**config.mk**
```make
export PLATFORM = sky130hd
export DESIGN_NAME = bit_op_execute_unit
export DESIGN_NICKNAME = d
export VERILOG_FILES = /design/src/pkg/bit_op_pkg.sv /design/src/logic/bit_op_execute_unit.sv
export VERILOG_INCLUDE_DIRS = /design/src /design/src/pkg
export SDC_FILE = /design/constraint.sdc
export NUM_CORES = 1
export LEC_CHECK = 0
export ABC_CLOCK_PERIOD_IN_PS = 1400
export BUFFER_PORTS_ARGS = -buffer_cell sky130_fd_sc_hd__buf_2
export CORE_MARGIN = 5
export CORE_UTILIZATION = 44
export CTS_BUF_LIST = sky130_fd_sc_hd__clkbuf_2
export CTS_CLUSTER_DIAMETER = 200
export DETAILED_ROUTE_END_ITERATION = 7
export HOLD_SLACK_MARGIN = 0.05
export PLACE_DENSITY_LB_ADDON = 0.2
export SYNTH_ARGS = -nofsm -noshare
export SYNTH_HDL_FRONTEND = slang
export SYNTH_SLANG_ARGS = --single-unit
```
**constraint.sdc**
```tcl
create_clock -name sys_clk -period 1.4 [get_ports sys_clk]
set_clock_uncertainty 0.1 [all_clocks]
set_input_delay 0.28 -clock sys_clk [delete_from_list [all_inputs] [get_ports sys_clk]]
set_output_delay 0.28 -clock sys_clk [all_outputs]
set_load 0.03 [all_outputs]
```
**src/pkg/bit_op_consts.svh**
```systemverilog
// Constants of the bit-manipulation execute unit
`ifndef BIT_OP_CONSTS_SVH
`define BIT_OP_CONSTS_SVH
`define OPCODE_HI 13
`define OPCODE_LO 10
`define BIT_HI 9
`define BIT_LO 7
`define ADDR_HI 6
`define ADDR_LO 0
`define OPC_CLEAR 4'h4
`define OPC_SET 4'h5
`define OPC_TEST 4'h6
`define NOP_WORD 14'h0000
`endif

```
**src/pkg/bit_op_pkg.sv**
```systemverilog
// Types of the bit-manipulation execute unit
package bit_op_pkg;
  typedef enum logic [2:0] {
    ST_EXEC = 3'h1,
    ST_SKIP = 3'h2,
    ST_IDLE = 3'h4
  } exec_state_type;
endpackage

```
**src/logic/bit_op_execute_unit.sv**
```systemverilog
// Decode and execute of the bit clear, bit set and bit test-skip instructions
// Behaviour
// - Opcode 0100: write zero into bit b of file register f.
// - Opcode 0101: write one into bit b, other bits unchanged.
// - Opcode 0110: test bit b of f; skip next only if zero.
// - On skip, the prefetched next word is discarded and never takes effect.
// - A skip executes a no-operation cycle; one word, two cycles when skipping.
`timescale 1ns/10ps
`default_nettype none
`include "bit_op_consts.svh"
module bit_op_execute_unit (
  input wire logic sys_clk,
  input wire logic rst_n,
  input wire logic instr_valid,
  input wire logic [13:0] instr_word,
  input wire logic [7:0] file_rd_data,
  output logic [6:0] file_addr,
  output logic file_wr_en,
  output logic [7:0] file_wr_data,
  output logic skip_taken,
  output logic busy,
  output logic [13:0] exec_word,
  output logic flags_wr_en
);

  // ------------------------------------------------------------
  // Decode helpers
  // ------------------------------------------------------------
  // One-hot mask of the addressed bit
  function automatic logic [7:0] bit_mask(input logic [2:0] idx);
    bit_mask = 8'h01 << idx;
  endfunction

  // Opcode compare, shared by the three decoders
  function automatic logic opcode_is(
    input logic [13:0] word,
    input logic [3:0] code
  );
    opcode_is = (word[`OPCODE_HI:`OPCODE_LO] == code);
  endfunction

  // Byte with the masked bit forced to the given level
  function automatic logic [7:0] modify_byte(
    input logic [7:0] value,
    input logic [7:0] bit_sel,
    input logic level
  );
    if (level)
      modify_byte = value | bit_sel;
    else
      modify_byte = value & ~bit_sel;
  endfunction

  // True when the masked bit reads zero
  function automatic logic bit_reads_zero(
    input logic [7:0] value,
    input logic [7:0] bit_sel
  );
    bit_reads_zero = ((value & bit_sel) == 8'h00);
  endfunction

  // ------------------------------------------------------------
  // Decoded fields
  // ------------------------------------------------------------
  logic [2:0] bit_idx;
  logic [6:0] addr;
  logic [7:0] mask;
  logic word_taken;
  logic is_clear;
  logic is_set;
  logic is_test;
  logic do_skip;
  bit_op_pkg::exec_state_type state_q;
  bit_op_pkg::exec_state_type state_d;

  assign bit_idx = instr_word[`BIT_HI:`BIT_LO];
  assign addr = instr_word[`ADDR_HI:`ADDR_LO];
  assign mask = bit_mask(bit_idx);
  // A word arriving in the no-operation cycle is swallowed
  assign word_taken = instr_valid && (state_q != bit_op_pkg::ST_SKIP);
  assign is_clear = word_taken && opcode_is(instr_word, `OPC_CLEAR);
  assign is_set = word_taken && opcode_is(instr_word, `OPC_SET);
  assign is_test = word_taken && opcode_is(instr_word, `OPC_TEST);
  // Skip only when the tested bit reads zero
  assign do_skip = is_test && bit_reads_zero(file_rd_data, mask);

  // ------------------------------------------------------------
  // Skip sequencer
  // ------------------------------------------------------------
  always_comb
  begin
    case (state_q)
      bit_op_pkg::ST_IDLE,
      bit_op_pkg::ST_EXEC:
        state_d = do_skip ? bit_op_pkg::ST_SKIP : bit_op_pkg::ST_EXEC;
      // Second cycle of a skip always returns to execution
      bit_op_pkg::ST_SKIP:
        state_d = bit_op_pkg::ST_EXEC;
      default:
        state_d = bit_op_pkg::ST_IDLE;
    endcase
  end

  always_ff @(posedge sys_clk or negedge rst_n)
  begin
    if (!rst_n)
    begin
      state_q <= bit_op_pkg::ST_IDLE;
    end
    else
    begin
      state_q <= state_d;
    end
  end

  // ------------------------------------------------------------
  // File register address
  // ------------------------------------------------------------
  always_ff @(posedge sys_clk or negedge rst_n)
  begin
    if (!rst_n)
    begin
      file_addr <= 7'h00;
    end
    else
    begin
      file_addr <= addr;
    end
  end

  // ------------------------------------------------------------
  // File register write strobe
  // ------------------------------------------------------------
  // Read-modify-write lands one cycle after decode
  always_ff @(posedge sys_clk or negedge rst_n)
  begin
    if (!rst_n)
    begin
      file_wr_en <= 1'b0;
    end
    else
    begin
      file_wr_en <= is_clear || is_set;
    end
  end

  // ------------------------------------------------------------
  // File register write data
  // ------------------------------------------------------------
  // Other bits pass through unchanged
  always_ff @(posedge sys_clk or negedge rst_n)
  begin
    if (!rst_n)
    begin
      file_wr_data <= 8'h00;
    end
    else if (is_clear)
    begin
      file_wr_data <= modify_byte(file_rd_data, mask, 1'b0);
    end
    else if (is_set)
    begin
      file_wr_data <= modify_byte(file_rd_data, mask, 1'b1);
    end
    else
    begin
      file_wr_data <= file_rd_data;
    end
  end

  // ------------------------------------------------------------
  // Skip status
  // ------------------------------------------------------------
  always_ff @(posedge sys_clk or negedge rst_n)
  begin
    if (!rst_n)
    begin
      skip_taken <= 1'b0;
    end
    else
    begin
      skip_taken <= do_skip;
    end
  end

  // ------------------------------------------------------------
  // Busy during the no-operation cycle
  // ------------------------------------------------------------
  always_ff @(posedge sys_clk or negedge rst_n)
  begin
    if (!rst_n)
    begin
      busy <= 1'b0;
    end
    else
    begin
      busy <= do_skip;
    end
  end

  // ------------------------------------------------------------
  // Executed word
  // ------------------------------------------------------------
  // Prefetched word replaced by a no-operation
  always_ff @(posedge sys_clk or negedge rst_n)
  begin
    if (!rst_n)
    begin
      exec_word <= `NOP_WORD;
    end
    else if (!word_taken)
    begin
      exec_word <= `NOP_WORD;
    end
    else
    begin
      exec_word <= instr_word;
    end
  end

  // ------------------------------------------------------------
  // Status flags
  // ------------------------------------------------------------
  // Bit operations never write carry, digit carry or zero
  always_ff @(posedge sys_clk or negedge rst_n)
  begin
    if (!rst_n)
    begin
      flags_wr_en <= 1'b0;
    end
    else
    begin
      flags_wr_en <= 1'b0;
    end
  end

endmodule
`default_nettype wire

```
* Word level (Yosys, flattened, before mapping)
Cells that the tools add are included.
Word-level totals: RAM bits 0, register bits 34, bits in latches 0, memories kept 0, output and inout bits 33, ROM bits 0
Cells by class: order comparisons 0, reductions and logical operators 8, bitwise gates (word level) 4, shift-type cells 1, equality and inequality tests 7, add/subtract/negate cells 0, mux-type cells 5, multiply operators 0, div/mod/pow operators 0
Operators with widths (count):
- $and A8 B8 Y8 | 2
- $mux W8 | 2
- $mux W14 | 1
- $eq A4 B3 Y1 const B | 3
- $logic_not A8 Y1 | 1
- $not A8 Y8 | 1
- $or A8 B8 Y8 | 1
- $shl A1 B3 Y8 const A | 1
- $pmux W3 S2 | 1
- $logic_and A1 B1 Y1 | 5
- $eq A3 B1 Y1 const B | 1
- $eq A3 B2 Y1 const B | 1
- $eq A3 B3 Y1 const B | 1
- $ne A3 B2 Y1 const B | 1
- $mux W2 | 1
- $reduce_or A2 Y1 | 1
- $logic_or A1 B1 Y1 | 1

* Logic depth before layout (Yosys ltp)
depth after elaboration 6, gate-level depth with buffers 4, gate-level depth less buffers 3

* Worst setup path before layout
No wires, ideal clock.
path kind register to register, start reg state_q[2], end reg file_wr_data[0], path buffers 1, stages on the path, launching flop included 5, path slack -162 ps, arrival 1334 ps, path through dfstp_2 > nor3b_4 > buf_6 > nor4_1 > mux2_1
Between the ends: cells in the longest elaborated chain, start to end 5
Ends and longest elaborated chain:
- from (decl) | RTL line bit_op_execute_unit.sv:73 | bit_op_pkg::exec_state_type state_q;
- from (signal assigned) | RTL line bit_op_execute_unit.sv:108 | state_q <= bit_op_pkg::ST_IDLE;
- from (signal assigned) | RTL line bit_op_execute_unit.sv:112 | state_q <= state_d;
- $ne A3 B2 Y1 * | RTL line bit_op_execute_unit.sv:80 | assign word_taken = instr_valid && (state_q != bit_op_pkg::ST_SKIP);
- $logic_and A1 B1 Y1 * | RTL line bit_op_execute_unit.sv:80
- $logic_and A1 B1 Y1 | RTL line bit_op_execute_unit.sv:82 | assign is_set = word_taken && opcode_is(instr_word, `OPC_SET);
- $mux W8 | RTL line bit_op_execute_unit.sv:161 | else if (is_set)
- $mux W8 * | RTL line bit_op_execute_unit.sv:157 | else if (is_clear)
- to (signal assigned) | RTL line bit_op_execute_unit.sv:159 | file_wr_data <= modify_byte(file_rd_data, mask, 1'b0);
- to (signal assigned) | RTL line bit_op_execute_unit.sv:163 | file_wr_data <= modify_byte(file_rd_data, mask, 1'b1);
- to (signal assigned) | RTL line bit_op_execute_unit.sv:167 | file_wr_data <= file_rd_data;
- to (decl) | RTL line bit_op_execute_unit.sv:19 | output logic [7:0] file_wr_data,
Every way passes the cells marked *; elsewhere a longest branch is shown, timed or not.

* Worst setup path after layout
start reg state_q[2], end reg state_q[1]
Between the ends: cells in the longest elaborated chain, start to end 6
Ends and longest elaborated chain:
- $ne A3 B2 Y1 | RTL line bit_op_execute_unit.sv:80
- $logic_and A1 B1 Y1 | RTL line bit_op_execute_unit.sv:80
- $logic_and A1 B1 Y1 | RTL line bit_op_execute_unit.sv:83 | assign is_test = word_taken && opcode_is(instr_word, `OPC_TEST);
- $logic_and A1 B1 Y1 | RTL line bit_op_execute_unit.sv:85 | assign do_skip = is_test && bit_reads_zero(file_rd_data, mask);
- $mux W2 | RTL line bit_op_execute_unit.sv:95 | state_d = do_skip ? bit_op_pkg::ST_SKIP : bit_op_pkg::ST_EXEC;
- $pmux W3 S2 * | RTL line bit_op_execute_unit.sv:92 | case (state_q)
- named net state_d[1] | RTL line bit_op_execute_unit.sv:74 | bit_op_pkg::exec_state_type state_d;
Mark *: on every way through the listed nets, which the timed path passes. The rest lies on a longest branch.

==> summary.md <==
| Metric | Value |
|---|---|
| Critical path type | reg2reg |
| Total congestion overflow | 0 |
| P&R area growth vs syn | 56.0% |
| Clock Path Buffers | 2 |
| Post-Layout Cell Count | 224 |
| Final worst slack | -0.153 ns |
| Fin util | 70.9% |
| Critical path launch point type | flop |
| Max-cap violations | 0 |
| DRC viols | 0 |
| Critical-path cell list | nor3b_4 > buf_12 > nor4_2 > and4_1 |
| Status | finished with violations |
| Placed instance count | 196 |
| Die Width | 65.7 um |
| Data required time of the worst path | 1.60 ns |
| Hold_sp | instr_word[11] |
| DR iter-0 viols | 20 |
| Core box area | 3000 um^2 |
| Clk Tree Root Cell | clkbuf_2 |
| Static Leak | 1.04 nW |
| Starting Density | 45.5% |
| Most frequent cells in the layout | buf_2 (56), dfrtp_1 (33), dlygate4sd3_1 (18) |
| Top cell type's share of synthesized area | 60.5% |
| Number of port buffers | 56 |
| Final hold viol count | 0 |
| Post-DP HPWL | 2220 um |
| Gate Count Post-Synth | 99 |
| Gr usage total | 15.3% |
| Global-route wire length before repair | 4890 um |
| Worst path slowest cell | dfstp_2 |
| Buf/Inv on CP | 1 |
| Critical path arrival | 1.75 ns |
| Unique masters post-synth | 31 |
| Share of cells above drive strength 1 | 53.4% |
| TritonCTS Buffers | 5 |
| # setup viols final | 11 |
| Total wire length | 3130 um |
| Fin. max-slew vios | 0 |
| Ant diodes | 0 |
| Routed Antenna Nets | 0 |
| Tcrit/Tclk final | 111% |
| Async SR Flop Fraction | 100% |
| Post-synth EDFFs | 0 |
| Final min period | 1.55 ns |
| I/O pin cnt | 58 |
| Via count | 1093 |
| Dpl cell area | 1800 um^2 |
| Hold Path End | file_wr_en |
| Final nets | 215 |
| Cell Area, Synth | 1370 um^2 |
| Post-synth net total | 124 |
| DR WL/cell | 14.0 um |
| RD Place Congestion | 0.821 |
| WHS Path Cells | 3 |
| Yosys top cell by area | dfrtp_1 |
| DR pass1 iterations | 6 |
| Worst ir drop on vdd | 625 uV |
| Failing checks | negative setup slack |
| Crit path depth | 4 |
| Synthesized flop and latch total | 34 |
| Crit-path max FO | 6 |
| Sequential element share of the synthesized area | 62.4% |
| Syn avg cell area | 13.8 um^2 |
| Cell family with most CP delay | simple AND/OR/NAND/NOR gates |
| Yosys Warn Count | 0 |
| Fin Hold WS | 0.129 ns |
| Synth Flop Type | dfrtp_1 |
| Crit path capture type | flop |
| Sink Count | 34 |
| Post-DR vias/cell | 4.88 |
| Largest net degree at the start of global routing | 17 |
| Clk Latency, worst-skew pair | 0.35 ns |
| R2r endpoint | state_q[1] |
| Critical R2R Launch | state_q[2] |
| Row cnt | 20 |
| Full die area | 4320 um^2 |
| HP Class | in2reg |
| Pwr Density | 966 nW/um^2 |
| RSZ-0062 raised after global routing | yes |
| Synth area leaders | dfrtp_1 (60%), and2_1 (6.4%), mux2_1 (5.8%) |
| FF-to-FF path depth | 4 |
| Htree depth | 2 |
| Worst path max stage delay | 0.59 ns |
| CTS tree | yes |
| Highest clock rate | 644 MHz |
| Total Neg Setup Slack | -1.28 ns |
| Vias in the first global route | 1097 |
| R2R Setup Slk | -0.15 ns |
| Most common cell after layout, fill and taps aside | buf_2 |
| Clk pin slew, worst setup/hold paths | 0.16 ns |
| Finished layout cell area | 2130 um^2 |
| Initial antenna violation count | 0 |
| Die Span Y | 65.7 um |
-- tightest hold or removal path, stage by stage --
cell and delay, ns:
buf_2 0.11, buf_4 0.11, nor3_1 0.04
-- kinds of logic (layout without fill, tap and decap cells) --
logic type	count (synthesis)	count (layout)	share of synthesized area, %
XOR/XNOR	1	1	0.642
multiplexers	10	10	8.98
other	1	1	0.275
buffers and inverters	7	99	4.12
AND/OR/NAND/NOR	43	43	22.2
flip-flops	34	34	62.4
AO/OA/AOI/OAI	3	3	1.38
-- layout make-up --
type                            count  area, um^2
Tap cell                           33        41.3
Clock buffer                        6        30.0
Clock inverter                      2        8.76
Sequential cell                    34         852
Multi-Input combinational cell     58         583
Fill cell                         226         873
Timing Repair Buffer               90         611
Inverter                            1        3.75
-- metrics by stage --
| step | setup slack (ns) | power, mW |
|---|---|---|
| after global placement | -0.164 | 1.58 |
| after floorplan | -0.0929 | 1.39 |
| after global routing | -0.196 | 2.17 |
| after CTS | -0.173 | 2.08 |
| after detailed placement | -0.178 | 1.59 |
| final | -0.153 | 2.06 |
-- how the worst max path moves through the flow --
stage / end / startpoint / slack, ns
6_report: state_q[1] / state_q[2] / -0.15
5_1_grt: file_wr_data[5] / state_q[2] / -0.20
4_1_cts: file_wr_data[7] / state_q[2] / -0.17
3_5_place_dp: file_wr_data[7] / state_q[2] / -0.18
3_3_place_gp: file_wr_data[1] / instr_word[9] / -0.16
2_1_floorplan: file_wr_data[0] / state_q[2] / -0.09
-- flip-flops by register name, indices dropped and copies added, names as in the netlist --
name	cells
file_wr_data	8
busy	1
state_q	3
exec_word	14
file_addr	7
file_wr_en	1
-- report_power, final --
group / leakage, nW / internal (mW) / switching (mW)
Combinational: 0.592 / 0.242 / 0.280
Clock: 0.0304 / 0.123 / 0.300
Sequential: 0.419 / 1.07 / 0.0400
Total: 1.04 / 1.44 / 0.620
-- metal layers --
layer / global-route usage (%) / vias to the layer above / wire, um
li1: - / 520 / -
met1: 17.7 / 521 / 1230
met2: 25.8 / 46 / 1550
met3: 4.79 / 6 / 291
met4: 6.99 / 0 / 51
met5: 0 / - / 0
-- what timing repair did --
item,4_1_cts,5_1_grt
hold buffers,18,0
setup buffers,1,2
pin swaps,5,2
endpoints found under the hold margin,58,0
cloned,1,0
resized for setup,9,8
endpoints found under the setup margin,25,25
-- Yosys cell counts, types with 2 or more instances --
cell type	number
nor4_1	8
nand2_1	3
mux2_1	7
dfrtp_1	33
and2_1	14
buf_4	2
nand2b_1	5
buf_6	3
or2_1	2
Note: power is estimated with default switching activity, not from simulation.
